$ cat config.mk
export PLATFORM = sky130hd
export DESIGN_NAME = bsfc_top
export DESIGN_NICKNAME = d
export VERILOG_FILES = /design/src/bsfc_pkg.sv /design/src/bsfc_filter.sv /design/src/bsfc_top.sv
export SDC_FILE = /design/constraint.sdc
export NUM_CORES = 1
export LEC_CHECK = 0
export BUFFER_PORTS_ARGS = -buffer_cell sky130_fd_sc_hd__buf_4
export CAP_MARGIN = 20
export CORE_MARGIN = 3
export CORE_UTILIZATION = 35
export CTS_CLUSTER_DIAMETER = 200
export DETAILED_ROUTE_END_ITERATION = 16
export SYNTH_ARGS = -nofsm -noshare
export SYNTH_HDL_FRONTEND = slang
export SYNTH_SLANG_ARGS = --single-unit
$ cat constraint.sdc
create_clock -name clock -period 108.6 [get_ports clock]
set_input_delay 21.72 -clock clock [delete_from_list [all_inputs] [get_ports clock]]
set_output_delay 21.72 -clock clock [all_outputs]
set_load 0.05 [all_outputs]
$ cat src/bsfc_pkg.sv
// package of constants and types for the buck supervisor fault control block
package bsfc_pkg;
    // timebase
    localparam int CLK_MHZ = 100;
    // default-load time after enable, ns
    localparam int LOAD_NS = 120000;
    localparam int LOAD_CYC = LOAD_NS * CLK_MHZ / 1000;
    // soft start times, ns
    localparam int SS_STD_NS = 300000;
    localparam int SS_SLOW_NS = 880000;
    localparam int SS_STD_CYC = SS_STD_NS * CLK_MHZ / 1000;
    localparam int SS_SLOW_CYC = SS_SLOW_NS * CLK_MHZ / 1000;
    // power-ok start-up delay, typical and max, ns
    localparam int PGD_NS = 125000;
    localparam int PGD_MAX_NS = 180000;
    localparam int PGD_CYC = PGD_NS * CLK_MHZ / 1000;
    // power-ok blanking, ns
    localparam int BLANK_NS = 40000;
    localparam int BLANK_CYC = BLANK_NS * CLK_MHZ / 1000;
    // overvoltage deglitch, ns (least time, round up)
    localparam int OVP_NS = 35000;
    localparam int OVP_CYC = (OVP_NS * CLK_MHZ + 999) / 1000;
    // hiccup pause, ns
    localparam longint HIC_NS = 64'd9600000;
    localparam int HIC_CYC = int'(HIC_NS * CLK_MHZ / 1000);
    // switching period at 2 MHz: 500 ns
    localparam int PER_NS = 500;
    localparam int PER_CYC = PER_NS * CLK_MHZ / 1000;
    // consecutive limited cycles that trigger protection
    localparam int OC_LIMIT = 32;
    // skip-mode duty ceiling, percent
    localparam int DUTY_MAX_PCT = 90;
    localparam int PCT_FULL = 100;
    // thermal thresholds, deg C
    localparam int TSD_ON = 150;
    localparam int TSD_HYS = 20;
    // feedback window in mV
    localparam int FB_PG_RISE = 480;
    localparam int FB_OV_SET = 550;
    localparam int FB_OV_CLR = 525;
    // uvlo in mV
    localparam int UV_RISE = 2150;
    localparam int UV_HYS = 120;

    typedef enum logic [5:0] {
        BSFC_OFF = 6'h01,
        BSFC_LOAD = 6'h02,
        BSFC_SOFT = 6'h04,
        BSFC_RUN = 6'h08,
        BSFC_HICCUP = 6'h10,
        BSFC_LATCH = 6'h20
    } bsfc_state_t;

    // analog measurements, already digitised
    typedef struct packed {
        logic [12:0] vin_mv;
        logic [12:0] vout_mv;
        logic [11:0] fb_mv;
        logic [8:0] temp_c;
    } bsfc_meas_t;

    // power stage drive
    typedef struct packed {
        logic hs_on;
        logic ls_on;
        logic discharge_on;
    } bsfc_gate_t;
endpackage : bsfc_pkg

$ cat src/bsfc_filter.sv
// persistence filter: output follows input after it holds steady for a count
`timescale 1ns/1ps
`default_nettype none
module bsfc_filter #(
    parameter int COUNT = 4000,
    parameter bit INIT = 1'b0
) (
    input wire logic clock,
    input wire logic rst_b,
    input wire logic clear,
    input wire logic din,
    output logic dout
);
    logic [$clog2(COUNT+1)-1:0] cnt_reg;
    logic [$clog2(COUNT+1)-1:0] cnt_next;
    logic dout_next;
    logic differ;
    // count while input disagrees with output, restart on agreement
    assign differ = (din != dout);
    assign cnt_next = (!differ || clear) ? '0 : cnt_reg + 1'b1;
    assign dout_next = clear ? INIT : ((differ && cnt_reg == COUNT[$bits(cnt_reg)-1:0] - 1'b1) ? din : dout);
    always_ff @(posedge clock) begin
        if (!rst_b) begin
            cnt_reg <= '0;
            dout <= INIT;
        end else begin
            cnt_reg <= cnt_next;
            dout <= dout_next;
        end
    end
endmodule : bsfc_filter
`default_nettype wire

$ cat src/bsfc_top.sv
// supervisor and protection control for a synchronous step-down converter
// Overview of operation
// - mode high keeps forced pulse-width switching at every load
// - mode low: pulse-width above half ripple, skip mode with fixed on-time below
// - pulse-width period 2 MHz, on-time is vout/vin times 500 ns
// - never enter skip mode while duty exceeds 90 percent
// - rising enable loads defaults for 120 us, then soft start ramps
// - power ok held low 125 us (max 180 us) after soft start
// - prebias start only on first enable, here for the first soft-start clock only; discharge stays armed until supply cycle
// - high-side limit turns high off, low on (low stays off in prebias start), until next cycle start
// - variant selects hiccup or latch-off on repeated limits
// - hiccup: 32 limited cycles pause high side 9.6 ms, then soft start
// - latch-off: 32 limited cycles hold both switches off until enable cycle
// - latch-off variant: feedback near 110 percent for 35 us latches off
// - input below undervoltage threshold inhibits switching
// - thermal shutdown above 150 C, resume after 20 C drop
// - enable low: switches off, discharge sink on switch node once a first soft start has run and outside uvlo
// - output near input: 100 percent mode, high on, low off
// - power ok released at nominal, low when off, uvlo or thermal
// - power ok window: release at 0.48 V, low at 0.55 V, release at 0.525 V
// - window changes reach power ok only after 40 us of persistence both ways; leaving run pulls it low at once
// - soft start 300 us standard, 880 us slow variant
// - uvlo releases at 2.15 V rising, 120 mV hysteresis
`timescale 1ns/1ps
`default_nettype none
module bsfc_top #(
    parameter bit LATCH_VARIANT = 1'b0,
    parameter bit SLOW_START = 1'b0,
    parameter int HICCUP_CYCLES = bsfc_pkg::HIC_CYC,
    parameter int SS_CYCLES = SLOW_START ? bsfc_pkg::SS_SLOW_CYC : bsfc_pkg::SS_STD_CYC,
    parameter int LOAD_CYCLES = bsfc_pkg::LOAD_CYC,
    parameter int PGD_CYCLES = bsfc_pkg::PGD_CYC,
    parameter int BLANK_CYCLES = bsfc_pkg::BLANK_CYC,
    parameter int OVP_CYCLES = bsfc_pkg::OVP_CYC,
    parameter int NEAR_MV = 100
) (
    input wire logic clock,
    input wire logic rst_b,
    input wire logic enable,
    input wire logic mode_fpwm,
    input wire logic hs_over_limit,
    input wire logic light_load,
    input wire logic vout_prebiased,
    input wire bsfc_pkg::bsfc_meas_t meas,
    output bsfc_pkg::bsfc_gate_t gate,
    output logic light_load_skip_mode,
    output logic full_duty_mode,
    output logic soft_start_active,
    output logic [6:0] on_time_cycles,
    output logic power_ok_flag_o,
    output logic power_ok_flag_oe,
    output logic fault_latched
);
    // ------------------------------------------------------------
    // protection conditions
    // ------------------------------------------------------------
    bsfc_pkg::bsfc_state_t state_reg, state_next;
    logic uvlo_reg, uvlo_next;
    logic tsd_reg, tsd_next;
    logic inhibit;

    // uvlo with hysteresis
    assign uvlo_next = uvlo_reg ? (meas.vin_mv < 13'(bsfc_pkg::UV_RISE))
                                : (meas.vin_mv < 13'(bsfc_pkg::UV_RISE - bsfc_pkg::UV_HYS));
    // thermal shutdown with hysteresis
    assign tsd_next = tsd_reg ? (meas.temp_c > 9'(bsfc_pkg::TSD_ON - bsfc_pkg::TSD_HYS))
                              : (meas.temp_c > 9'(bsfc_pkg::TSD_ON));
    assign inhibit = uvlo_reg || tsd_reg;

    always_ff @(posedge clock) begin
        if (!rst_b) begin
            uvlo_reg <= 1'b1;
            tsd_reg <= 1'b0;
        end else begin
            uvlo_reg <= uvlo_next;
            tsd_reg <= tsd_next;
        end
    end

    // ------------------------------------------------------------
    // switching period timebase and current limit counter
    // ------------------------------------------------------------
    logic [7:0] per_reg, per_next;
    logic cycle_start;
    logic limited_reg, limited_next;
    logic [5:0] oc_cnt_reg, oc_cnt_next;
    logic oc_trip;
    logic switching;
    logic [6:0] ton_calc;
    logic [6:0] ton_reg;
    logic ton_active;

    assign switching = (state_reg == bsfc_pkg::BSFC_SOFT) || (state_reg == bsfc_pkg::BSFC_RUN);
    assign cycle_start = (per_reg == 8'(bsfc_pkg::PER_CYC - 1));
    assign per_next = (!switching || cycle_start) ? 8'h00 : per_reg + 8'h01;
    // limit seen in this cycle, cleared at next cycle start
    assign limited_next = switching && ((limited_reg && !cycle_start) || hs_over_limit);
    // consecutive limited cycles; a clean cycle or shutdown clears
    assign oc_cnt_next = !switching ? 6'h00
                       : !cycle_start ? oc_cnt_reg
                       : (limited_reg || hs_over_limit) ? oc_cnt_reg + 6'h01 : 6'h00;
    assign oc_trip = (oc_cnt_reg == 6'(bsfc_pkg::OC_LIMIT));
    // on-time = vout/vin * 500 ns in clock cycles
    assign ton_calc = (meas.vin_mv == 13'h0000) ? 7'h00
        : 7'(({19'h00000, meas.vout_mv} * 32'(bsfc_pkg::PER_CYC)) / {19'h00000, meas.vin_mv});
    assign ton_active = (per_reg < {1'b0, ton_reg});

    always_ff @(posedge clock) begin
        if (!rst_b) begin
            per_reg <= 8'h00;
            limited_reg <= 1'b0;
            oc_cnt_reg <= 6'h00;
            ton_reg <= 7'h00;
        end else begin
            per_reg <= per_next;
            limited_reg <= limited_next;
            oc_cnt_reg <= oc_cnt_next;
            ton_reg <= ton_calc;
        end
    end

    // ------------------------------------------------------------
    // sequencing state machine and timers
    // ------------------------------------------------------------
    logic [23:0] tmr_reg, tmr_next;
    logic ovp_seen;
    logic ovp_hold;
    logic first_done_reg, first_done_next;
    logic pgd_done_reg, pgd_done_next;
    logic [23:0] pgd_reg, pgd_next;

    // overvoltage: feedback at or above 110 percent for the deglitch time
    bsfc_filter #(.COUNT(OVP_CYCLES), .INIT(1'b0)) u_ovp (
        .clock(clock),
        .rst_b(rst_b),
        .clear(!switching),
        .din(meas.fb_mv >= 12'(bsfc_pkg::FB_OV_SET)),
        .dout(ovp_seen)
    );
    assign ovp_hold = LATCH_VARIANT && ovp_seen;

    always_comb begin
        state_next = state_reg;
        tmr_next = tmr_reg + 24'h000001;
        // a latched fault survives thermal shutdown; only enable or supply cycling clears it
        if (!enable || uvlo_reg || (tsd_reg && state_reg != bsfc_pkg::BSFC_LATCH)) begin
            state_next = bsfc_pkg::BSFC_OFF;
            tmr_next = 24'h000000;
        end else begin
            case (state_reg)
                bsfc_pkg::BSFC_OFF: begin
                    tmr_next = 24'h000000;
                    state_next = bsfc_pkg::BSFC_LOAD; // restart once enabled and clear
                end
                bsfc_pkg::BSFC_LOAD: begin
                    if (tmr_reg == 24'(LOAD_CYCLES - 1)) begin
                        state_next = bsfc_pkg::BSFC_SOFT;
                        tmr_next = 24'h000000;
                    end
                end
                bsfc_pkg::BSFC_SOFT, bsfc_pkg::BSFC_RUN: begin
                    if (oc_trip || ovp_hold) begin
                        tmr_next = 24'h000000;
                        if (LATCH_VARIANT || ovp_hold) begin
                            state_next = bsfc_pkg::BSFC_LATCH;
                        end else begin
                            state_next = bsfc_pkg::BSFC_HICCUP;
                        end
                    end else if (state_reg == bsfc_pkg::BSFC_SOFT &&
                                 tmr_reg == 24'(SS_CYCLES - 1)) begin
                        state_next = bsfc_pkg::BSFC_RUN;
                    end
                end
                bsfc_pkg::BSFC_HICCUP: begin
                    if (tmr_reg == 24'(HICCUP_CYCLES - 1)) begin
                        state_next = bsfc_pkg::BSFC_SOFT;
                        tmr_next = 24'h000000;
                    end
                end
                bsfc_pkg::BSFC_LATCH: begin
                    tmr_next = 24'h000000;
                end
                default: begin
                    state_next = bsfc_pkg::BSFC_OFF;
                    tmr_next = 24'h000000;
                end
            endcase
        end
    end

    // prebias start allowed once per supply cycle; later enables discharge first
    assign first_done_next = first_done_reg || (state_reg == bsfc_pkg::BSFC_SOFT);
    // start-up power ok delay counted from soft start end
    assign pgd_next = (state_reg != bsfc_pkg::BSFC_RUN) ? 24'h000000
                    : (pgd_done_reg ? pgd_reg : pgd_reg + 24'h000001);
    assign pgd_done_next = (state_reg == bsfc_pkg::BSFC_RUN) &&
                           (pgd_done_reg || pgd_reg == 24'(PGD_CYCLES - 1));

    always_ff @(posedge clock) begin
        if (!rst_b) begin
            state_reg <= bsfc_pkg::BSFC_OFF;
            tmr_reg <= 24'h000000;
            first_done_reg <= 1'b0;
            pgd_reg <= 24'h000000;
            pgd_done_reg <= 1'b0;
        end else begin
            state_reg <= state_next;
            tmr_reg <= tmr_next;
            first_done_reg <= first_done_next;
            pgd_reg <= pgd_next;
            pgd_done_reg <= pgd_done_next;
        end
    end

    // ------------------------------------------------------------
    // mode selection and gate drive
    // ------------------------------------------------------------
    logic near_full;
    logic duty_high;
    logic skip_next;
    bsfc_pkg::bsfc_gate_t gate_next;
    logic full_next;

    assign near_full = ({1'b0, meas.vout_mv} + 14'(NEAR_MV)) >= {1'b0, meas.vin_mv};
    assign duty_high = ({7'h00, meas.vout_mv} * 20'(bsfc_pkg::PCT_FULL)) >
                       ({7'h00, meas.vin_mv} * 20'(bsfc_pkg::DUTY_MAX_PCT));
    assign skip_next = switching && !mode_fpwm && light_load && !duty_high;
    assign full_next = (state_reg == bsfc_pkg::BSFC_RUN) && near_full && !limited_next;

    always_comb begin
        gate_next = '0;
        case (state_reg)
            bsfc_pkg::BSFC_SOFT, bsfc_pkg::BSFC_RUN: begin
                if (!first_done_reg && vout_prebiased) begin
                    gate_next.hs_on = ton_active && !limited_next; // no sinking into prebias
                end else if (full_next) begin
                    gate_next.hs_on = 1'b1;
                end else if (limited_next) begin
                    gate_next.ls_on = 1'b1;
                end else begin
                    gate_next.hs_on = ton_active;
                    gate_next.ls_on = !ton_active && !skip_next;
                end
            end
            bsfc_pkg::BSFC_HICCUP: begin
                gate_next.ls_on = 1'b0; // high side off, current decays in body diode
            end
            bsfc_pkg::BSFC_OFF: begin
                gate_next.discharge_on = !enable && first_done_reg && !uvlo_reg;
            end
            default: begin
                gate_next = '0;
            end
        endcase
    end

    always_ff @(posedge clock) begin
        if (!rst_b) begin
            gate <= '0;
            light_load_skip_mode <= 1'b0;
            full_duty_mode <= 1'b0;
            soft_start_active <= 1'b0;
            on_time_cycles <= 7'h00;
            fault_latched <= 1'b0;
        end else begin
            gate <= gate_next;
            light_load_skip_mode <= skip_next;
            full_duty_mode <= full_next;
            soft_start_active <= (state_reg == bsfc_pkg::BSFC_SOFT);
            on_time_cycles <= ton_reg;
            fault_latched <= (state_reg == bsfc_pkg::BSFC_LATCH);
        end
    end

    // ------------------------------------------------------------
    // power ok window and blanking
    // ------------------------------------------------------------
    logic win_ov_reg, win_ov_next;
    logic good_raw;
    logic good_filt;

    // overvoltage side of the window with hysteresis
    assign win_ov_next = win_ov_reg ? (meas.fb_mv > 12'(bsfc_pkg::FB_OV_CLR))
                                    : (meas.fb_mv >= 12'(bsfc_pkg::FB_OV_SET));
    assign good_raw = (meas.fb_mv >= 12'(bsfc_pkg::FB_PG_RISE)) && !win_ov_reg
                    && !ovp_hold;

    always_ff @(posedge clock) begin
        if (!rst_b) begin
            win_ov_reg <= 1'b0;
        end else begin
            win_ov_reg <= win_ov_next;
        end
    end

    bsfc_filter #(.COUNT(BLANK_CYCLES), .INIT(1'b0)) u_blank (
        .clock(clock),
        .rst_b(rst_b),
        .clear(!pgd_done_reg),
        .din(good_raw),
        .dout(good_filt)
    );

    // open drain: drive low unless good, never drive high
    assign power_ok_flag_o = 1'b0;
    assign power_ok_flag_oe = !(good_filt && pgd_done_reg && state_reg == bsfc_pkg::BSFC_RUN);

    // ------------------------------------------------------------
    // checks
    // ------------------------------------------------------------
    a_fpwm_no_skip: assert property (@(posedge clock) disable iff (!rst_b)
        mode_fpwm |=> !light_load_skip_mode) else $error("skip mode under forced pwm");
    a_duty_no_skip: assert property (@(posedge clock) disable iff (!rst_b)
        duty_high |=> !light_load_skip_mode) else $error("skip mode at high duty");
    a_limit_hs_off: assert property (@(posedge clock) disable iff (!rst_b)
        (hs_over_limit && switching) |=> !gate.hs_on) else $error("high side on in limit");
    a_off_no_switch: assert property (@(posedge clock) disable iff (!rst_b)
        (!enable && $past(!enable)) |=> !gate.hs_on && !gate.ls_on) else $error("switching off");
    a_latch_held: assert property (@(posedge clock) disable iff (!rst_b)
        (state_reg == bsfc_pkg::BSFC_LATCH && enable && !inhibit) |=>
        state_reg == bsfc_pkg::BSFC_LATCH) else $error("latch left");
    a_uvlo_inhibit: assert property (@(posedge clock) disable iff (!rst_b)
        uvlo_reg |=> state_reg == bsfc_pkg::BSFC_OFF) else $error("runs in uvlo");
    a_tsd_pg_low: assert property (@(posedge clock) disable iff (!rst_b)
        tsd_reg |=> ##1 power_ok_flag_oe) else $error("power ok in thermal");
    a_trip_leaves: assert property (@(posedge clock) disable iff (!rst_b)
        (oc_trip && switching && enable && !inhibit) |=> !switching) else $error("no trip");
    a_pg_after_soft: assert property (@(posedge clock) disable iff (!rst_b)
        $fell(soft_start_active) |-> power_ok_flag_oe [*8]) else $error("pg early");
endmodule : bsfc_top
`default_nettype wire

# Yosys cells after proc, flatten, opt, wreduce, memory -nomap -nowiden
# Index checks and enable logic that the tools add are counted.
[classes] add_sub_neg=6 multipliers=3 div_mod_pow=1 magnitude_cmp=10 eq_ne=19 muxes=17 bitwise_logic=3 reduce_logical=55
[ops] cell="2-to-1 mux 24 bit" count=3
[ops] cell="case mux 24 bit (3 select lines)" count=1
[ops] cell="adder 24 x 1 -> 24 bit, second input constant" count=2
[ops] cell="equality test 24 x 14 -> 1 bit, second input constant" count=2
[ops] cell="multiplier 13 x 5 -> 18 bit, second input constant" count=2
[ops] cell="divider 19 x 13 -> 32 bit" count=1
[ops] cell="2-to-1 mux 6 bit" count=5
[ops] cell="case mux 6 bit (5 select lines)" count=1
[ops] cell="equality test 24 x 15 -> 1 bit, second input constant" count=1
[ops] cell="equality test 24 x 20 -> 1 bit, second input constant" count=1
[ops] cell="greater-than comparator 20 bit" count=1
[ops] cell="logical AND 1 bit" count=19
[ops] cell="multiplier 13 x 6 -> 19 bit, second input constant" count=1
[ops] cell="greater-than comparator 9 x 8 -> 1 bit, second input constant" count=2
[ops] cell="adder 13 x 7 -> 14 bit, second input constant" count=1
[ops] cell=">= comparator 14 x 13 -> 1 bit" count=1
[ops] cell="zero test 1 bit" count=14
[ops] cell="zero test 13 bit" count=1
[ops] cell="< comparator 13 x 11 -> 1 bit, second input constant" count=1
[ops] cell="< comparator 13 x 12 -> 1 bit, second input constant" count=1
[ops] cell="adder 12 x 1 -> 12 bit, second input constant" count=1
[ops] cell="equality test 12 bit, second input constant" count=1
[ops] cell="equality test 6 bit, second input constant" count=2
[ops] cell=">= comparator 12 x 10 -> 1 bit, second input constant" count=1
[ops] cell="other kinds (23)" count=48
[word_totals] register_bits=108 input_bits=54 out_inout_bits=16

# Depth between registers and ports, before layout
[depth] word_depth=9 depth_mapped=451

# By module
# From an unflattened synthesis, not the netlist that was laid out.
[unflattened] hier_cells=3963 area_unflattened_um2=28862.7
[modules_own_cells] mod="bsfc_top" instances=1 cells_each=3899 area_per_inst_um2=28290.9
[modules_own_cells] mod="bsfc_filter" instances=1 cells_each=64 area_per_inst_um2=571.8

# Worst setup path before layout
# Ideal clock, no wire load.
[synth_timing] path_kind="in2reg" startpoint="in meas[35] (netlist bit)" endpoint="reg ton_reg[0]" arrival_ns=104.322 t_required_ns=108.443 path_slack_ns=4.121 cell_stages=428 n_path_buf=38 path_cell_list="inv_1 -> ha_1 -> o211ai_1 -> nand3b_1 -> nor3b_1 -> ha_1 -> o21a_1 -> nor4_1 -> or3_1 -> clkbuf_1 -> o21ai_0 -> ha_1 -> or3_1 -> o221ai_1 -> a21oi_1 -> a211o_1 -> and2_1 -> ha_1 -> (+392 left out) -> a21oi_1 -> nor2b_1 -> o21ai_0 -> nand2b_1 -> a21oi_1 -> nor2b_1 -> o21ai_0 -> nand2b_1 -> a21oi_1 -> nor2b_1 -> o21ai_0 -> nand2b_1 -> a21oi_1 -> o211ai_1 -> nor4_1 -> o211ai_1 -> o31ai_2 -> o211ai_1"
[synth_via] elab_chain_len=2 elab_cells_between_ends=3 cone_classes="1 x div; 2 x reduce/logical"
[synth_rtl] element="from (decl)" line="bsfc_top.sv:44" rtl="input wire bsfc_pkg::bsfc_meas_t meas,"
[synth_rtl] element="branches (longest 2 deep; another with divider 19 x 13 -> 32 bit)"
[synth_rtl] element="to (signal assigned)" line="bsfc_top.sv:118" rtl="ton_reg <= ton_calc;"
[synth_rtl] element="to (decl)" line="bsfc_top.sv:90" rtl="logic [6:0] ton_reg;"
# Several ways; the timed one is not identified.
# A chain may end at the register's enable or synchronous reset.

# Worst setup path in the final report
[layout_timing] startpoint="in meas[44] (netlist bit)" endpoint="reg ton_reg[0]"
# The elaborated chain is that of the path after synthesis.

==> results by group <==
Drt
  • Vias post-DR: approximately 31000
  • Drt first pass iters: 5
  • Initial DRC count: 1562
  • Wirelength per Cell: between 15 and 20 um
  • Detail Route Antenna Nets: 0
  • DRC viols: 0
  • Via/cell ratio: around 5.7
  • WL final: 86700 um

Clock network
  • Clk Latency, worst-skew pair: 0.34 ns
  • CTS tree: built
  • Clock Sinks: 106
  • CTS root buf: clkbuf_16
  • Htree depth: 3
  • CTS Buffer Depth: 2
  • Clk slew on worst S/H paths: 0.07 ns
  • CTS Buf Count: 9

Yosys
  • Synth async-reset ratio: 0
  • Post-Syn Area per Cell: 7.22 um2
  • Area share of the largest cell type after synthesis: 0.197
  • Post-Synthesis Cells: 4081
  • Yosys reg bits: 106
  • Post-synth cell types: 126
  • Synthesized cell area: 0.0295 mm2
  • Top FF cell, synth: dfxtp_1
  • Area contributors post-synth: ha_1 (20%), dfxtp_1 (7.2%), nor2_1 (5.2%)
  • Post-synth EDFFs: 0
  • Syn. warnings: 0
  • Sequential area share after synthesis: 0.0720
  • Dominant cell type by area after synthesis: ha_1

Min path
  • Worst Hold Depth: 1
  • Hold Path Class: reg -> reg

STA
  • Layout Skew: around 0.0076 ns
  • Worst Tran Pin Value: 1.05 ns
  • Final critical-path share of the clock period: 0.938
  • Setup violators final: 0
  • Final min period: 101.91 ns
  • Slew headroom: 0.295
  • Final Slew Violations: 0
  • Hold slack final: 0.461 ns
  • Max Clock Freq: between 0.009 and 0.01 GHz
  • Sum Neg Setup Slack: 0 ns
  • Hold Fails Final Rpt: 0

Critical path
  • CP arrival: around 100 ns
  • Worst Setup End Kind: flip-flop
  • Startpoint Class: primary input
  • Top cell by count, worst path: o21a_1
  • Cells on worst reg2reg path: 7
  • CP required: 108.79 ns
  • Max FO, Critical Path: 23
  • CP max stage cell: nor4_2
  • CP max stage delay: between 0.5 and 0.6 ns
  • Critical path class: in -> reg

GRT
  • Largest net degree at the start of global routing: 32
  • Number of global-route vias before repair: 28800
  • Gr usage total: 0.192
  • Initial antenna violation count: 3
  • First-pass GRT wire length: 143000 um
  • Remaining global-route overflow: 0

Floorplan
  • Die Area: 0.0877 mm2
  • Starting density of the core: 0.356
  • Io pins: 70
  • Row cnt: 105
  • Core ar.: 0.0828 mm2
  • Die X: 296 um
  • Die Ht: between 200 and 300 um

Cells and area
  • Synthesis-to-layout area growth: 13.9%
  • Post-Layout Inst Area: 0.0336 mm2
  • Nets@finish: approximately 4900
  • Layout cell share with drive strength beyond 1: 0.132
  • Final Instance Count excl. Fillers: 5426

Place
  • Placed standard-cell area: 0.0329 mm2
  • Port buffer count: 66
  • DP Wirelength: 70100 um
  • RePlAce Congestion: 0.883
  • Placed Cells: between 5000 and 6000

Status
  • Status: complete, no violations

Run
  • MaxCap Viol Count: 0
cells in the final DEF, fill, tap and decap left out, types with 43 or more instances in the layout:
cell type | synthesis | layout
o21a_1 | 190 | 187
a21o_1 | 75 | 75
nor3_1 | 214 | 210
or3_1 | 56 | 56
inv_1 | 190 | 188
xnor2_1 | 135 | 135
nor2b_1 | 46 | 46
and2_1 | 51 | 51
o21ai_0 | 167 | 166
a31oi_1 | 57 | 55
dfxtp_1 | 106 | 106
ha_1 | 463 | 463
o31ai_1 | 115 | 114
a21oi_1 | 261 | 255
xor2_1 | 129 | 129
nand2b_1 | 55 | 55
buf_4 | 7 | 334
mux2_2 | 44 | 43
nand3_1 | 120 | 120
nand4_1 | 68 | 68
nand2_1 | 384 | 382
and3_1 | 51 | 51
nor2_1 | 405 | 400
worst max-delay path: cells and delay by family:
kind,cells,cell delay [ns]
adder cells (fa/ha/maj),29,8.85
AND/OR/NAND/NOR,97,16.69
AO/OA/AOI/OAI,247,48.37
buffers and inverters,22,3.81
multiplexers,7,2.46
final timing paths:
path | from | endpoint | slack [ns]
worst max-delay path | meas[44] | ton_reg[0] | 6.69
worst min-delay path | u_blank.cnt_reg[0] | u_blank.cnt_reg[0] | 0.46
worst min register to register | u_blank.cnt_reg[0] | u_blank.cnt_reg[0] | 0.46
worst max register to register | state_reg[2] | per_reg[6] | 105.93
synth_stat cells (14+ instances only):
cell type	instances
ha_1	463
or3_1	56
clkbuf_1	65
and4_1	17
and2_1	51
o21a_1	190
dfxtp_1	106
nand2_1	384
o211ai_1	38
a31oi_1	57
a21oi_1	261
nand4_1	68
o31ai_1	115
nor2b_1	46
xor2_1	129
mux2i_1	30
o21ai_0	167
fa_1	28
nand3_1	120
nor2_1	405
nor3_1	214
a211o_1	16
nor4_1	40
buf_2	16
a41oi_1	14
nand2b_1	55
and3_1	51
a21o_1	75
mux2_2	44
a211oi_1	36
o21ai_1	21
inv_1	190
o21bai_1	21
or2_2	39
xnor2_1	135
cell families (layout without fill, tap and decap cells):
group                      count (synthesis)  count (layout)  synth area share
AOI/OAI and AO/OA                       1210            1210             0.285
xor gates and xnor gates                 264             264            0.0785
adders and majority gates                492             492             0.216
buffers and inverters                    283             543            0.0376
DFF                                      106             106            0.0720
muxes                                     78              78            0.0292
other                                      1              16          0.000127
and+or+nand+nor                         1647            1647             0.282
area by class of cell:
class,count,area [um2]
Fill cell,8668,49200
Multi-Input combinational cell,3706,26500
Timing Repair Buffer,337,2560
Sequential cell,106,2120
Tap cell,1070,1340
Inverter,191,724
Clock buffer,9,225
Clock inverter,6,90.1
Antenna cell,1,2.50
through the flow:
| stage | setup WS, ns | util |
|---|---|---|
| 6_report | 6.69 | 0.406 |
| 5_1_grt | -0.0939 | 0.406 |
| 4_1_cts | 2.35 | 0.402 |
| 3_5_place_dp | 2.29 | 0.398 |
| 3_3_place_gp | 2.69 | 0.398 |
| 2_1_floorplan | 4.12 | - |
routing by layer:
metal / vias to the layer above / track usage / wire, um
li1: 15800 / - / -
met1: 14400 / 0.269 / 42900
met2: 507 / 0.334 / 39800
met3: 63 / 0.00944 / 2970
met4: 2 / 0.0264 / 998
met5: - / 0 / 12
timing repair:
item,in CTS,in global routing
endpoints found under the setup margin,0,2
buffers inserted,0,12
hold buffers,0,0
resized for setup,0,51
Power is left out: the tool's default activity adds up to more than one toggle a clock period on the data nets, which glitch-free logic cannot reach.
